==> src/logic/cmpdc_pkg.sv <==
// shared constants and types for the comparator digital control block
package cmpdc_pkg;
   // register byte offsets on the AHB-Lite slave
   localparam logic [7:0] OFF_C1_CTRL_A = 8'h00;
   localparam logic [7:0] OFF_C1_CTRL_B = 8'h04;
   localparam logic [7:0] OFF_C2_CTRL_A = 8'h08;
   localparam logic [7:0] OFF_C2_CTRL_B = 8'h0C;
   localparam logic [7:0] OFF_MIRROR    = 8'h10;
   localparam logic [7:0] OFF_IRQ_FLAGS = 8'h14;
   localparam logic [7:0] OFF_PORT_DATA = 8'h18;
   // control a field positions
   localparam int BIT_ENABLE  = 7;
   localparam int BIT_RESULT  = 6;
   localparam int BIT_PIN_OE  = 5;
   localparam int BIT_INVERT  = 4;
   localparam int BIT_FILTER  = 3;
   localparam int BIT_SPEED   = 2;
   localparam int BIT_HYST    = 1;
   localparam int BIT_SYNC    = 0;
   // control b field positions
   localparam int BIT_RISE_IE = 7;
   localparam int BIT_FALL_IE = 6;
   localparam int BIT_PCH_LO  = 4;
   localparam int BIT_NCH     = 0;
   // writable masks and reset values
   localparam logic [7:0] CTRL_A_WMASK = 8'hBF;
   localparam logic [7:0] CTRL_B_WMASK = 8'hF1;
   localparam logic [7:0] CTRL_A_RESET = 8'h04;
   localparam logic [7:0] CTRL_B_RESET = 8'h00;
   // positive channel codes
   localparam logic [1:0] PCH_PIN   = 2'h0;
   localparam logic [1:0] PCH_DAC   = 2'h1;
   localparam logic [1:0] PCH_FVR   = 2'h2;
   localparam logic [1:0] PCH_GND   = 2'h3;
   // glitch hold time
   localparam int CLK_PERIOD_NS  = 10;
   localparam int FILT_HOLD_NS   = 20;
   localparam int FILT_CYCLES    = (FILT_HOLD_NS + CLK_PERIOD_NS - 1) / CLK_PERIOD_NS;
   // the change edge itself is the first blocked cycle
   localparam logic [1:0] FILT_CNT_MAX = 2'(FILT_CYCLES - 1);
   // instruction cycle = 4 system clocks
   localparam logic [1:0] INSTR_LAST = 2'h3;
   localparam int PORT_W = 6;

   // per-comparator analog control
   typedef struct packed {
      logic       enable;
      logic       speed;
      logic       hyst;
      logic [1:0] pch;
      logic       nch;
   } cmpdc_analog_s;

   // per-comparator state
   typedef struct packed {
      logic [7:0] ctrl_a;
      logic [7:0] ctrl_b;
      logic       filt;
      logic [1:0] fcnt;
      logic       synced;
      logic       latched;
      logic       prev;
      logic       irq;
   } cmpdc_chan_s;
endpackage

==> src/logic/cmpdc_top.sv <==
// comparator digital control: registers, filter, sync, edge flags, AHB-Lite slave
//
// Implementation choices: the register addresses and the AHB-Lite register port.

// How it works
// - filter blocks reversal for 20 ns
// - control a bit 3 enables glitch filter
// - control a bit 7 enables comparator
// - result bit 6, inverted by polarity bit
// - pin drive enable routes result to pin
// - speed bit resets one, others zero
// - control a bit 1 enables hysteresis
// - sync mode updates on timer falling edge
// - no sync mode passes result straight
// - rising edge enable sets interrupt flag
// - falling edge enable sets interrupt flag
// - two-bit positive channel select codes
// - negative select picks first/second pin
// - unimplemented bits ignore writes, read zero
// - mirror holds both results, bits 1:0
// - port read gives zero for analog pins
// - software clears flag; edge wins clear
// - internal result sampled each instruction cycle
// - sync sampling uses prescaled timer clock
module cmpdc_top (
   // clock and reset
   input  wire logic                      core_clk_in,
   input  wire logic                      rstn_in,
   // ahb-lite slave
   input  wire logic                      hsel_in,
   input  wire logic [31:0]               haddr_in,
   input  wire logic [1:0]                htrans_in,
   input  wire logic                      hwrite_in,
   input  wire logic [2:0]                hsize_in,
   input  wire logic [31:0]               hwdata_in,
   input  wire logic                      hready_in,
   output logic      [31:0]               hrdata_out,
   output logic                           hreadyout_out,
   output logic                           hresp_out,
   // analog core
   input  wire logic [1:0]                raw_decision_in,
   output cmpdc_pkg::cmpdc_analog_s [1:0] analog_ctrl_out,
   // timer 1 prescaled clock, sampled
   input  wire logic                      timer_clk_in,
   output logic      [1:0]                timer_result_out,
   // pins
   output logic      [1:0]                pin_result_out,
   output logic      [1:0]                pin_override_out,
   input  wire logic [cmpdc_pkg::PORT_W-1:0] port_level_in,
   input  wire logic [cmpdc_pkg::PORT_W-1:0] analog_sel_in,
   // interrupt flags to the interrupt controller
   output logic      [1:0]                cmp_irq_flag_out
);

   typedef struct packed {
      cmpdc_pkg::cmpdc_chan_s [1:0] ch;
      logic                         tclk_prev;
      logic [1:0]                   icyc;
      logic                         dp_act;
      logic                         dp_wr;
      logic [7:0]                   dp_addr;
      logic [31:0]                  rdata;
      cmpdc_pkg::cmpdc_analog_s [1:0] actl;
      logic [1:0]                   tres;
      logic [1:0]                   pres;
      logic [1:0]                   poe;
   } cmpdc_state_s;

   cmpdc_state_s st_r;
   cmpdc_state_s st_nxt;

   // polarity applied to the raw decision
   function automatic logic polar(input logic raw, input logic [7:0] ca);
      return raw ^ ca[cmpdc_pkg::BIT_INVERT];
   endfunction

   // control a write keeps the read-only result bit
   function automatic logic [7:0] merge_a(input logic [7:0] old, input logic [7:0] wd);
      return (old & ~cmpdc_pkg::CTRL_A_WMASK) | (wd & cmpdc_pkg::CTRL_A_WMASK);
   endfunction

   function automatic cmpdc_pkg::cmpdc_chan_s chan_reset();
      cmpdc_pkg::cmpdc_chan_s c;
      c = '0;
      c.ctrl_a = cmpdc_pkg::CTRL_A_RESET;
      c.ctrl_b = cmpdc_pkg::CTRL_B_RESET;
      return c;
   endfunction

   function automatic logic [31:0] read_word(input cmpdc_state_s s, input logic [7:0] a,
                                             input logic [5:0] port);
      logic [31:0] w;
      w = 32'h0000_0000;
      case (a)
         cmpdc_pkg::OFF_C1_CTRL_A: w[7:0] = s.ch[0].ctrl_a;
         cmpdc_pkg::OFF_C1_CTRL_B: w[7:0] = s.ch[0].ctrl_b;
         cmpdc_pkg::OFF_C2_CTRL_A: w[7:0] = s.ch[1].ctrl_a;
         cmpdc_pkg::OFF_C2_CTRL_B: w[7:0] = s.ch[1].ctrl_b;
         cmpdc_pkg::OFF_MIRROR:    w[1:0] = {s.ch[1].latched, s.ch[0].latched};
         cmpdc_pkg::OFF_IRQ_FLAGS: w[1:0] = {s.ch[1].irq, s.ch[0].irq};
         cmpdc_pkg::OFF_PORT_DATA: w[5:0] = port;
         default:                  w = 32'h0000_0000;
      endcase
      return w;
   endfunction

   logic timer_fall;
   assign timer_fall = st_r.tclk_prev & ~timer_clk_in;

   always_comb begin
      logic       pol;
      logic       outv;
      logic       rise;
      logic       fall;
      logic       wr;
      logic [7:0] wb;
      pol   = 1'b0;
      outv  = 1'b0;
      rise  = 1'b0;
      fall  = 1'b0;
      wr    = 1'b0;
      wb    = 8'h00;
      st_nxt = st_r;
      st_nxt.tclk_prev = timer_clk_in;
      st_nxt.icyc = st_r.icyc + 2'h1;

      // bus address phase capture; slave always zero wait state
      st_nxt.dp_act = hsel_in & hready_in & htrans_in[1];
      if (hsel_in && hready_in && htrans_in[1]) begin
         st_nxt.dp_wr   = hwrite_in;
         st_nxt.dp_addr = haddr_in[7:0];
      end
      wr = st_r.dp_act & st_r.dp_wr;
      wb = hwdata_in[7:0];

      for (int i = 0; i < 2; i++) begin
         pol = polar(raw_decision_in[i], st_r.ch[i].ctrl_a);
         // filter: accept change only when hold counter expired
         if (st_r.ch[i].ctrl_a[cmpdc_pkg::BIT_FILTER]) begin
            if (st_r.ch[i].fcnt != 2'h0) begin
               st_nxt.ch[i].fcnt = st_r.ch[i].fcnt - 2'h1;
            end else if (pol != st_r.ch[i].filt) begin
               st_nxt.ch[i].filt = pol;
               st_nxt.ch[i].fcnt = cmpdc_pkg::FILT_CNT_MAX;
            end
         end else begin
            st_nxt.ch[i].filt = pol;
            st_nxt.ch[i].fcnt = 2'h0;
         end
         outv = st_nxt.ch[i].filt;
         // external path: latched on timer fall or passed through
         if (st_r.ch[i].ctrl_a[cmpdc_pkg::BIT_SYNC]) begin
            if (timer_fall) begin
               st_nxt.ch[i].synced = outv;
            end
         end else begin
            st_nxt.ch[i].synced = outv;
         end
         st_nxt.tres[i] = st_nxt.ch[i].synced;
         st_nxt.pres[i] = st_nxt.ch[i].synced;
         st_nxt.poe[i]  = st_r.ch[i].ctrl_a[cmpdc_pkg::BIT_PIN_OE];
         // internal result latched once per instruction cycle
         if (st_r.icyc == cmpdc_pkg::INSTR_LAST) begin
            st_nxt.ch[i].latched = outv;
         end
         st_nxt.ch[i].ctrl_a[cmpdc_pkg::BIT_RESULT] = st_nxt.ch[i].latched;
         // one cycle behind latched, so the detectors see each change once
         st_nxt.ch[i].prev = st_r.ch[i].latched;
         rise = ~st_r.ch[i].prev & st_r.ch[i].latched;
         fall = st_r.ch[i].prev & ~st_r.ch[i].latched;
         // software clear first, edge set wins
         if (wr && st_r.dp_addr == cmpdc_pkg::OFF_IRQ_FLAGS && wb[i]) begin
            st_nxt.ch[i].irq = 1'b0;
         end
         if ((rise && st_r.ch[i].ctrl_b[cmpdc_pkg::BIT_RISE_IE]) ||
             (fall && st_r.ch[i].ctrl_b[cmpdc_pkg::BIT_FALL_IE])) begin
            st_nxt.ch[i].irq = 1'b1;
         end
         st_nxt.actl[i].enable = st_r.ch[i].ctrl_a[cmpdc_pkg::BIT_ENABLE];
         st_nxt.actl[i].speed  = st_r.ch[i].ctrl_a[cmpdc_pkg::BIT_SPEED];
         st_nxt.actl[i].hyst   = st_r.ch[i].ctrl_a[cmpdc_pkg::BIT_HYST];
         st_nxt.actl[i].pch    = st_r.ch[i].ctrl_b[cmpdc_pkg::BIT_PCH_LO +: 2];
         st_nxt.actl[i].nch    = st_r.ch[i].ctrl_b[cmpdc_pkg::BIT_NCH];
      end

      // register writes; result bit and reserved bits kept out by masks
      if (wr) begin
         case (st_r.dp_addr)
            cmpdc_pkg::OFF_C1_CTRL_A: st_nxt.ch[0].ctrl_a = merge_a(st_nxt.ch[0].ctrl_a, wb);
            cmpdc_pkg::OFF_C2_CTRL_A: st_nxt.ch[1].ctrl_a = merge_a(st_nxt.ch[1].ctrl_a, wb);
            cmpdc_pkg::OFF_C1_CTRL_B: st_nxt.ch[0].ctrl_b = wb & cmpdc_pkg::CTRL_B_WMASK;
            cmpdc_pkg::OFF_C2_CTRL_B: st_nxt.ch[1].ctrl_b = wb & cmpdc_pkg::CTRL_B_WMASK;
            default: ;
         endcase
      end

      // read data prepared for the next data phase; analog pins read zero
      st_nxt.rdata = read_word(st_nxt, haddr_in[7:0], port_level_in & ~analog_sel_in);
   end

   always_ff @(posedge core_clk_in or negedge rstn_in) begin
      if (!rstn_in) begin
         st_r       <= '0;
         st_r.ch[0] <= chan_reset();
         st_r.ch[1] <= chan_reset();
         st_r.actl[0].speed <= 1'b1;
         st_r.actl[1].speed <= 1'b1;
      end else begin
         st_r <= st_nxt;
      end
   end

   assign hrdata_out       = st_r.rdata;
   assign hreadyout_out    = 1'b1;
   assign hresp_out        = 1'b0;
   assign analog_ctrl_out  = st_r.actl;
   assign timer_result_out = st_r.tres;
   assign pin_result_out   = st_r.pres;
   assign pin_override_out = st_r.poe;
   assign cmp_irq_flag_out = {st_r.ch[1].irq, st_r.ch[0].irq};
endmodule

==> config.mk <==
export PLATFORM = sky130hd
export DESIGN_NAME = cmpdc_top
export DESIGN_NICKNAME = d
export VERILOG_FILES = /design/src/logic/cmpdc_pkg.sv /design/src/logic/cmpdc_top.sv
export SDC_FILE = /design/constraint.sdc
export NUM_CORES = 1
export LEC_CHECK = 0
export BUFFER_PORTS_ARGS = -buffer_cell sky130_fd_sc_hd__buf_2
export CAP_MARGIN = 20
export CORE_UTILIZATION = 48
export DETAILED_ROUTE_END_ITERATION = 10
export PLACE_DENSITY = 0.79
export SYNTH_ARGS = -nofsm -noshare
export SYNTH_HDL_FRONTEND = slang
export SYNTH_SLANG_ARGS = --single-unit
==> constraint.sdc <==
create_clock -name core_clk_in -period 3.38 [get_ports core_clk_in]
set_clock_uncertainty 0.15 [all_clocks]
set_input_delay 0.338 -clock core_clk_in [delete_from_list [all_inputs] [get_ports core_clk_in]]
set_output_delay 0.338 -clock core_clk_in [all_outputs]
set_load 0.05 [all_outputs]
======== Word level (Yosys, flattened, before mapping) ========
Cells that the tools add are included.
word-level totals
  bits of input ports ..................... 89
  word-level logic and storage cells ...... 113
  register bits ........................... 83
operators by class
  add/sub/neg operators ................... 3
  muxes and demuxes ....................... 27
  reduce and logical (&&, ||, !) cells .... 15
  equal/unequal tests ..................... 15
  bitwise operators ....................... 19
operators with widths
  cell                                                                     count
  8-bit by 4-bit == test with 1-bit output, second input constant          4
  8-bit by 5-bit == test with 1-bit output, second input constant          4
  16-bit two-way mux                                                       2
  8-bit two-way mux                                                        4
  4-bit one-hot mux with 5 select lines                                    1
  8-bit by 3-bit == test with 1-bit output, second input constant          2
  8-bit logical NOT                                                        2
  7-bit by 8-bit bitwise OR with 8-bit output                              2
  2-bit one-hot mux with 7 select lines                                    1
  1-bit two-way mux                                                        12
  3-bit two-way mux                                                        4
  1-bit logical AND                                                        9
  1-bit AND                                                                8
  2-bit one-hot mux with 4 select lines                                    1
  6-bit AND                                                                1
  3-bit by 1-bit inequality test with 1-bit output, second input constant  2
  6-bit inverter                                                           1
  1-bit inverter                                                           5
  2-bit two-way mux                                                        2
  2-bit nonzero test                                                       2
  2-bit by 1-bit subtractor with 2-bit output, second input constant       2
  2-bit by 1-bit adder with 2-bit output, second input constant            1
  2-bit == test, second input constant                                     1
  1-bit logical OR                                                         2
  other kinds (2)                                                          4

======== Longest topological paths before layout ========
Gate-level depths: netlist of run 1.
  word-level depth ........................ 10
  mapped depth ............................ 6

======== Worst setup path before layout of run 1 ========
No wires, ideal clock.
  kind .................................... register -> register
  from .................................... register st_r[55] (netlist bit)
  to ...................................... register st_r (netlist bit hrdata_out[4])
  slack ................................... 0.979 ns
  stages on the path, launching flop included .. 7
  data arrival time ....................... 2.108 ns
  cell sequence ........................... dfrtp_1 -> or3_1 -> buf_2 -> nor4b_4 -> mux2_2 -> a222oi_1 -> o311ai_1
RTL lines
  item                    RTL line          text
  start, declared         cmpdc_top.sv:69   cmpdc_state_s st_r;
  start signal, assigned  cmpdc_top.sv:209  st_r <= st_nxt;

==> results.ini, run 1 <==
[status]
status = complete, but fails checks
violations = negative hold slack

[logic_synthesis]
synthCells = 286
ys_ff_latch = 79
synth_area_um2 = 3580
syn_area_per_cell_um2 = 12.5
ys_types = 46
synth-warning-count = 0
synth.yosys.seq_area_share_pct = 55.4

[timing]
fmax_ghz = 0.366
rsz0062_at_grt = false
hold_slack_ns = -0.0257
fin_tns_setup_ns = 0
relSlewSlack_pct = 37.8
fin_crit_ns = 2.73
finalHoldViolations = 30
setup_viol = 0
slew_violations = 0
fin_crit_sh_pct = 80.9
worst_slew_pin_slew_ns = 0.933

[clocking]
clockBufferDepth = 2
cts.reportedPaths.clkPinSlew_ns = 0.08
clk_latency_ns = 0.35
cts_tree = yes
cts_made_buffers = 9
root_buffer = clkbuf_8
cts_setup_buffers = 0
cts.sinks = 79
cts_max_level = 3

[worst_hold_path]
min_path_type = input port to async pin

[drt]
drt_iter0_drc = 113
antenna_left = 0
vias = 2234
drc = 0
drt_first_pass_iters = 4
totalWireLength_um = 6630
vias_per_cell = 5.11
wl_per_cell_um = 15.2

[worst_setup_path]
reg2reg_slack_ns = 0.65
cp.arrival_ns = 2.79
r2r_start = st_r[50]$_DFFE_PN0P_
cp-end-kind = flip-flop
crit_path_start_kind = flip-flop
cp.required_ns = 3.44
regToRegEndpoint = hrdata_out[2]$_DFF_PN0_
worstSetupPathType = flip-flop to flip-flop
r2r_cells = 5
cp_max_fo = 7

[pwr]
power.density_nw_per_um2 = 522
p_leak_nw = 2.02
vdd_drop_max_mv = 0.268

[floorplan]
die_h_um = 88.3
die_w_um = 88.3
start_util_pct = 49.6
core-area_um2 = 7210
row_count = 31
io_pins = 143
die_area_um2 = 7800

[finish]
n_fill_cell = 632
area_growth_pct = 10.2
design_area_um2 = 3940
drive_above_1_share_pct = 37.9
diodes = 0
regArea_um2 = 1980
nNetsFinal = 423
multi_input_area_um2 = 1230

[global_routing]
antenna_found_initial = 0
grt_overflow = 0
grt_pass1_wl_um = 11000
grt_max_degree = 80
grt_pass1_vias = 2211
grt_util_all_layers_pct = 19.3

[place]
io_buffers = 64
place.gp.congestion = 0.787
dp_hpwl_um = 4820
placed_area_um2 = 3730

[flow_run]
maxCapViolations = 0

-- metrics by stage --
step	util, %	setup slack [ns]	instances	total power [mW]	hold slack (ns)
finish	54.7	0.647	437	2.06	-0.0257
global placement	51.7	0.680	420	1.37	0.205
floorplan	-	0.979	310	1.34	-0.108
detailed placement	51.7	0.633	420	1.38	0.210
CTS	54.7	0.588	437	2.08	0.0107
global route	54.7	0.463	437	2.15	0.0530
-- worst max path at each step --
stage	start	to	slack (ns)	depth (start not counted)
after floorplan	st_r[55]$_DFFE_PN0P_	hrdata_out[4]$_DFF_PN0_	0.98	6
after global placement	st_r[50]$_DFFE_PN0P_	hrdata_out[2]$_DFF_PN0_	0.68	5
after detailed placement	st_r[50]$_DFFE_PN0P_	hrdata_out[2]$_DFF_PN0_	0.63	5
after CTS	st_r[50]$_DFFE_PN0P_	hrdata_out[2]$_DFF_PN0_	0.59	5
after global routing	st_r[50]$_DFFE_PN0P_	hrdata_out[2]$_DFF_PN0_	0.46	5
final	st_r[50]$_DFFE_PN0P_	hrdata_out[2]$_DFF_PN0_	0.65	5
-- cell families after synthesis --
kind of cell             Yosys count  synth area share (%)
flip-flops                        79                  55.4
AND/OR/NAND/NOR                   69                  13.2
buffers and inverters             67                  12.8
multiplexers                      37                  11.6
AO/OA/AOI/OAI                     27                  5.49
XOR/XNOR                           4                 0.979
other                              2                 0.210
adder cells (fa/ha/maj)            1                 0.350
-- per-layer routing --
metal  part of all wire, %  GRT usage, %  vias to the layer above
li1                      -             -                     1014
met1                    44          25.6                     1127
met2                    48          29.9                       81
met3                   7.2          6.53                       12
met4                   1.3          6.45                        0
met5                     0             0                        -
-- timing repair --
item	in CTS	in global routing
hold endpoints to repair	1	0
hold buffers	1	0
gates resized for setup	0	0
-- worst max-delay path, stage by stage (launching register included) --
cell and delay, ns:
dfrtp_1 0.39, nand4bb_1 0.48, nor4_4 0.72, mux2_2 0.43, a32oi_1 0.30, nand3_1 0.12
-- flip-flops by register name (all words and copies together) (netlist names) --
| register | cells |
|---|---|
| hrdata_out | 8 |
| st_r | 40 |
| analog_ctrl_out | 12 |
| cmp_irq_flag_out | 2 |
| pin_override_out | 2 |
| st_nxt | 14 |
| pin_result_out | 1 |
-- cell type report --
class                      instances  share of cell area [%]
clock buffer                      13                    4.03
sequential                        79                    50.3
multi-input combinational        164                    31.2
timing repair buffer              71                    9.58
clock inverter                     3                    1.08
inverter                           8                   0.761
tap                               99                    3.14
-- placed cells by master (no fill, tap or decap), types with 5 or more instances in the layout --
master,netlist,routed
inv_1,8,8
nor2_1,6,6
clkbuf_8,0,11
conb_1,2,26
mux2_2,36,36
buf_4,54,7
a21oi_1,5,5
nor2b_1,8,8
nand2_1,14,14
a32oi_1,5,5
nor3b_1,6,6
buf_2,1,63
nand3_1,6,6
dfrtp_1,75,75
-- cell usage after synthesis, drive strengths merged --
library cell,number,area (µm²)
a222oi,1,10.0
inv,8,30.0
and2,2,12.5
dfstp,4,105
o2111ai,1,8.76
mux2i,1,10.0
a32o,1,10.0
nor4,4,55.1
a21oi,5,25.0
a32oi,5,43.8
a2bb2oi,1,8.76
conb,2,7.51
nor2,6,22.5
o311ai,2,17.5
xnor2,4,35.0
buf,55,410
nand3,6,30.0
nor4b,6,82.6
nor2b,8,50.1
nand2,14,52.6
nand4,4,25.0
dfrtp,75,1880
o21a,1,7.51
nand2b,3,18.8
nand3b,2,15.0
nand4bb,1,11.3
nand4b,1,8.76
or3,1,6.26
mux2,36,405
clkbuf,4,16.3
and2b,1,7.51
nor4bb,1,10.0
a22oi,3,22.5
nor3b,6,45.0
a221oi,1,8.76
a31oi,1,6.26
o21ai,4,20.0
ha,1,12.5
and3,3,18.8
a21o,1,7.51
-- power breakdown --
part / switching, mW / total (mW) / internal (mW)
sequential: 0.0439 / 1.05 / 1.00
combinational: 0.223 / 0.312 / 0.0888
clock: 0.317 / 0.698 / 0.381
total: 0.584 / 2.06 / 1.47
Power figures use the tool's default switching activity.
==> run 2, diff against run 1 <==
clock period = 2.79 ns   (was 3.38 ns; I/O delays follow)
==> run 2 against run 1 <==
Net effect:
- critical path type unchanged
- via count is 0.18% lower
- worst hold slack better by 0.059 ns
- the run now ends clean
- register-to-register slack lost 0.44 ns
==> results.ini, run 2 (synthesized netlist as in run 1, its figures left out) <==
[worst_setup_path]
path_cells = or3_1 -> nor4b_4 -> mux2_2 -> a222oi_1 -> o311ai_1  ; was nand4bb_1 -> nor4_4 -> mux2_2 -> a32oi_1 -> nand3_1
startpoint = st_r[55]$_DFFE_PN0P_  ; was st_r[50]$_DFFE_PN0P_
cp.required_ns = 2.86  ; was 3.44 ns
slowest_delay_ns = 0.54  ; was 0.72 ns
regToRegEndpoint = hrdata_out[4]$_DFF_PN0_  ; was hrdata_out[2]$_DFF_PN0_
cp-endpoint = hrdata_out[4]$_DFF_PN0_  ; was hrdata_out[2]$_DFF_PN0_
cp_top_family = simple AND/OR/NAND/NOR gates  ; unchanged
cp_max_fo = 4  ; was 7
critPathBufInv = 0  ; unchanged
reg2reg_slack_ns = 0.21  ; was 0.65 ns
r2r_start = st_r[55]$_DFFE_PN0P_  ; was st_r[50]$_DFFE_PN0P_
worstSetupPathType = flip-flop to flip-flop  ; unchanged
cp.arrival_ns = 2.65  ; was 2.79 ns
crit_cells = 5  ; unchanged
cp-end-kind = flip-flop  ; unchanged
slowest_stage = or3_1  ; was nor4_4
crit_path_start_kind = flip-flop  ; unchanged
r2r_cells = 5  ; unchanged

[timing]
slew_violations = 0  ; unchanged
fmax_ghz = 0.387  ; was 0.366 GHz
setup_viol = 0  ; unchanged
fin_crit_ns = 2.58  ; was 2.73 ns
finalHoldViolations = 0  ; was 30
fin_tns_setup_ns = 0  ; unchanged
worst_slew_pin_slew_ns = 0.930  ; was 0.933 ns
fin_crit_sh_pct = 92.6  ; was 80.9%
rsz0062_at_grt = false  ; unchanged
relSlewSlack_pct = 38.0  ; was 37.8%

[drt]
drc = 0  ; unchanged
wl_met2_um = 3100  ; was 3180 µm
antenna_left = 0  ; unchanged
totalWireLength_um = 6710  ; was 6630 µm
vias_per_cell = 5.01  ; was 5.11
highest_layer = met4  ; unchanged
wl_met3_um = 486  ; was 476 µm
drt_first_pass_iters = 4  ; unchanged
wl_per_cell_um = 15.1  ; was 15.2 µm
vias = 2230  ; was 2234
drt_iter0_drc = 100  ; was 113
wl_met1_um = 2960  ; was 2890 µm

[pwr]
switching_share_pct = 27.1  ; was 28.4%
switchingPower_uw = 718  ; was 584 µW
clockPowerShare_pct = 37.7  ; was 33.9%
combPwrFrac_pct = 14.3  ; was 15.1%
p_int_mw = 1.93  ; was 1.47 mW
total_power_mw = 2.65  ; was 2.06 mW
p_seq_share_pct = 48.0  ; was 50.9%
power.density_nw_per_um2 = 653  ; was 522 nW/µm²
p_leak_nw = 2.08  ; was 2.02 nW
vdd_drop_max_mv = 0.351  ; was 0.268 mV

[global_routing]
grt_max_degree = 80  ; unchanged
antenna_found_initial = 0  ; unchanged
grt_overflow = 0  ; unchanged
grt_pass1_vias = 2198  ; was 2211
grt_pass1_wl_um = 10700  ; was 11000 µm
grt_util_all_layers_pct = 19.2  ; was 19.3%

[place]
placed_area_um2 = 3770  ; was 3730 µm²
io_buffers = 64  ; unchanged
place.gp.congestion = 0.786  ; was 0.787
dp_hpwl_um = 4870  ; was 4820 µm

[clocking]
cts.sinks = 79  ; unchanged
cts.reportedPaths.clkPinSlew_ns = 0.08  ; about the same
cts_tree = yes  ; unchanged
cts_made_buffers = 9  ; unchanged
clk_latency_ns = 0.35  ; about the same
cts_setup_buffers = 0  ; unchanged
root_buffer = clkbuf_8  ; unchanged
cts_resized = 0  ; unchanged
cts_max_level = 3  ; unchanged
clockBufferDepth = 2  ; unchanged

[finish]
most-common-layout-cells = 75 x dfrtp_1, 63 x buf_2, 36 x mux2_2, 26 x conb_1, 14 x nand2_1  ; unchanged
nNetsFinal = 431  ; was 423
design_area_um2 = 4050  ; was 3940 µm²
final_common_cell = dfrtp_1  ; unchanged
largest_register_ffs = 40  ; unchanged
top_register = st_r  ; unchanged
drive_above_1_share_pct = 38.7  ; was 37.9%
diodes = 0  ; unchanged
area_growth_pct = 13.3  ; was 10.2%

[floorplan]
die_area_um2 = 7800  ; unchanged
core-area_um2 = 7210  ; unchanged
row_count = 31  ; unchanged
start_util_pct = 49.6  ; unchanged
io_pins = 143  ; unchanged
die_w_um = 88.3  ; unchanged
die_h_um = 88.3  ; unchanged

[status]
status = complete, no violations  ; was complete, but fails checks

[flow_run]
maxCapViolations = 0  ; unchanged

[worst_hold_path]
min_path_type = input port to flip-flop  ; was input port to async pin

==> run 2: how the worst min path moves through the flow <==
| stage | startpoint | to | slack (ns) | cells past startpoint |
|---|---|---|---|---|
| final | haddr_in[5] | st_r[55]$_DFFE_PN0P_ | 0.03 | 2 |
| after global routing | hwdata_in[2] | st_nxt[10]$_DFF_PN1_ | 0.03 | 2 |
| after CTS | haddr_in[5] | st_r[55]$_DFFE_PN0P_ | 0.02 | 2 |
| after detailed placement | st_nxt[10]$_DFF_PN1_ | analog_ctrl_out[4]$_DFF_PN1_ | 0.21 | 0 |
| after global placement | st_nxt[16]$_DFF_PN1_ | analog_ctrl_out[10]$_DFF_PN1_ | 0.21 | 0 |
| after floorplan | rstn_in | analog_ctrl_out[0]$_DFF_PN0_ | -0.17 | 0 |
==> run 2: through the flow <==
| stage | worst slack [ns] | std cells | util, % | hold WS (ns) |
|---|---|---|---|---|
| finish | 0.207 | 445 | 56.2 | 0.0335 |
| global route | 0.0803 | 445 | 56.2 | 0.0287 |
| CTS | 0.175 | 445 | 56.2 | 0.0227 |
| detailed placement | 0.199 | 425 | 52.3 | 0.206 |
| global placement | 0.273 | 425 | 52.3 | 0.206 |
| floorplan | 0.389 | 310 | - | -0.167 |
==> run 2: per-layer routing <==
metal	GRT usage [%]	vias to the layer above
li1	-	1034
met4	9.53	0
met1	25.4	1097
met2	28.8	85
met3	5.60	14
met5	0	-
==> run 2: layout make-up <==
cell class | instances | area (µm²)
clock buffers | 14 | 183
well taps | 99 | 124
fillers | 608 | 3160
inverters | 8 | 30.0
flip-flops and latches | 79 | 1980
clock inverters | 2 | 60.1
multi-input cells | 164 | 1230
repair buffers | 79 | 445
==> run 2: timing repair <==
action | in CTS | in global routing
setup endpoints to repair | 0 | 0
hold buffers | 4 | 0
endpoints found under the hold margin | 78 | 0
==> run 2: power by group through the flow <==
stage	Clock (mW)	Combinational (mW)	Sequential [mW]
after floorplan	0	0.355	1.27
after global placement	0	0.370	1.29
after detailed placement	0	0.375	1.30
after CTS	1.01	0.381	1.27
after global routing	1.07	0.407	1.28
final	0.998	0.378	1.27
==> run 3, diff against run 2 <==
HOLD_SLACK_MARGIN = 0.12   (was not set)
==> run 3 against run 2 <==
Net effect:
- maximum frequency shrank 0.45%
- utilization grew 2.4 points
- first-iteration DRC count grew 23%
- die area is the same
- register-to-register slack is essentially flat
- power grew 0.61%
- flip-flop and latch count is the same
- worst hold slack gained 0.11 ns
- critical path type unchanged
- largest power group unchanged
==> results.ini, run 3 (synthesized netlist as in run 1, its figures left out) <==
[status]
status = complete, no violations  ; unchanged

[finish]
finalNonFillerCells = 462  ; was 445
n_fill_cell = 589  ; was 608
utilization_pct = 58.5  ; was 56.2%
drive_above_1_share_pct = 36.9  ; was 38.7%
regArea_um2 = 1980  ; unchanged
nNetsFinal = 448  ; was 431
area_growth_pct = 18.0  ; was 13.3%
largest_register_ffs = 40  ; unchanged
top_register = st_r  ; unchanged
design_area_um2 = 4220  ; was 4050 µm²
multi_input_area_um2 = 1230  ; unchanged
most-common-layout-cells = 75 x dfrtp_1, 63 x buf_2, 36 x mux2_2, 26 x conb_1, 21 x dlygate4sd3_1  ; was 75 x dfrtp_1, 63 x buf_2, 36 x mux2_2, 26 x conb_1, 14 x nand2_1
final_common_cell = dfrtp_1  ; unchanged
diodes = 0  ; unchanged

[global_routing]
grt_overflow = 0  ; unchanged
grt_util_all_layers_pct = 19.8  ; was 19.2%
antenna_found_initial = 0  ; unchanged
grt_pass1_vias = 2298  ; was 2198
grt_max_degree = 80  ; unchanged
grt_pass1_wl_um = 11100  ; was 10700 µm

[drt]
drt_iter0_drc = 123  ; was 100
wl_per_cell_um = 15.1  ; about the same
totalWireLength_um = 6960  ; was 6710 µm
drt_first_pass_iters = 5  ; was 4
drc = 0  ; unchanged
antenna_left = 0  ; unchanged
vias_per_cell = 4.97  ; was 5.01
vias = 2295  ; was 2230

[worst_setup_path]
cp-end-kind = flip-flop  ; unchanged
worstSetupPathType = flip-flop to flip-flop  ; unchanged
crit_path_start_kind = flip-flop  ; unchanged
cp.required_ns = 2.86  ; about the same
cp.arrival_ns = 2.66  ; was 2.65 ns
cp_max_fo = 4  ; unchanged

[clocking]
cts.reportedPaths.clkPinSlew_ns = 0.08  ; about the same
cts_resized = 0  ; unchanged
root_buffer = clkbuf_8  ; unchanged
cts_setup_buffers = 0  ; unchanged
clk_latency_ns = 0.35  ; about the same
cts_hold_buf = 21  ; was 4
cts.sinks = 79  ; unchanged
cts_tree = yes  ; unchanged
clockBufferDepth = 2  ; unchanged
cts_max_level = 3  ; unchanged
cts_made_buffers = 9  ; unchanged

[pwr]
total_power_mw = 2.66  ; was 2.65 mW
power.density_nw_per_um2 = 631  ; was 653 nW/µm²
vdd_drop_max_mv = 0.347  ; was 0.351 mV
p_leak_nw = 2.15  ; was 2.08 nW

[timing]
finalHoldViolations = 0  ; unchanged
setup_ws_ns = 0.196  ; was 0.207 ns
fmax_ghz = 0.385  ; was 0.387 GHz
hold_slack_ns = 0.146  ; was 0.0335 ns
fin_crit_sh_pct = 93.0  ; was 92.6%
rsz0062_at_grt = false  ; unchanged
setup_viol = 0  ; unchanged
fin_crit_ns = 2.59  ; was 2.58 ns
relSlewSlack_pct = 37.4  ; was 38.0%
worst_slew_pin_slew_ns = 0.938  ; was 0.930 ns
slew_violations = 0  ; unchanged
fin_tns_setup_ns = 0  ; unchanged

[floorplan]
die_w_um = 88.3  ; unchanged
core-area_um2 = 7210  ; unchanged
row_count = 31  ; unchanged
die_h_um = 88.3  ; unchanged
io_pins = 143  ; unchanged
start_util_pct = 49.6  ; unchanged
die_area_um2 = 7800  ; unchanged

[place]
placed_area_um2 = 3770  ; unchanged
dp.cells = 425  ; unchanged
dp_hpwl_um = 4870  ; unchanged
place.gp.congestion = 0.786  ; unchanged
io_buffers = 64  ; unchanged
dp_slack_ns = 0.199  ; unchanged

[worst_hold_path]
min_path_type = input port to flip-flop  ; unchanged

[flow_run]
maxCapViolations = 0  ; unchanged

==> run 3: layout make-up <==
| type | count | share of cell area, % |
|---|---|---|
| Clock buffer | 14 | 4.33 |
| Clock inverter | 2 | 1.42 |
| Inverter | 8 | 0.711 |
| Multi-Input combinational cell | 164 | 29.1 |
| Sequential cell | 79 | 46.9 |
| Tap cell | 99 | 2.93 |
| Timing Repair Buffer | 96 | 14.6 |
==> run 3: path summary, 6_finish.rpt <==
check | from | end | slack, ns | depth (start not counted)
worst max-delay path | st_r[55]$_DFFE_PN0P_ | hrdata_out[4]$_DFF_PN0_ | 0.20 | 5
min in group asynchronous | rstn_in | hrdata_out[6]$_DFF_PN0_ | 0.48 | 2
worst min-delay path | analog_sel_in[2] | hrdata_out[2]$_DFF_PN0_ | 0.15 | 4
worst max register to register | st_r[55]$_DFFE_PN0P_ | hrdata_out[4]$_DFF_PN0_ | 0.20 | 5
max in group asynchronous | rstn_in | st_r[89]$_DFFE_PN0P_ | 1.42 | 2
worst min register to register | st_nxt[10]$_DFF_PN1_ | analog_ctrl_out[4]$_DFF_PN1_ | 0.22 | 0
==> run 3: per-layer routing <==
| metal | global-route usage [%] | up-vias | share of wire, % |
|---|---|---|---|
| li1 | - | 1065 | - |
| met5 | 0 | - | 0 |
| met2 | 30.7 | 80 | 48 |
| met1 | 26.0 | 1138 | 45 |
| met3 | 5.04 | 12 | 5.0 |
| met4 | 9.68 | 0 | 2.2 |
==> run 3: report_power, final <==
part / internal [mW] / switching, mW
clock network: 0.602 / 0.393
logic: 0.126 / 0.271
registers: 1.22 / 0.0551
total: 1.95 / 0.719
==> run 3: critical path, cell delays in order (launching register included) <==
cell and delay (ns):
dfrtp_1 0.39, or3_1 0.54, nor4b_4 0.38, mux2_2 0.40, a222oi_1 0.43, o311ai_1 0.16
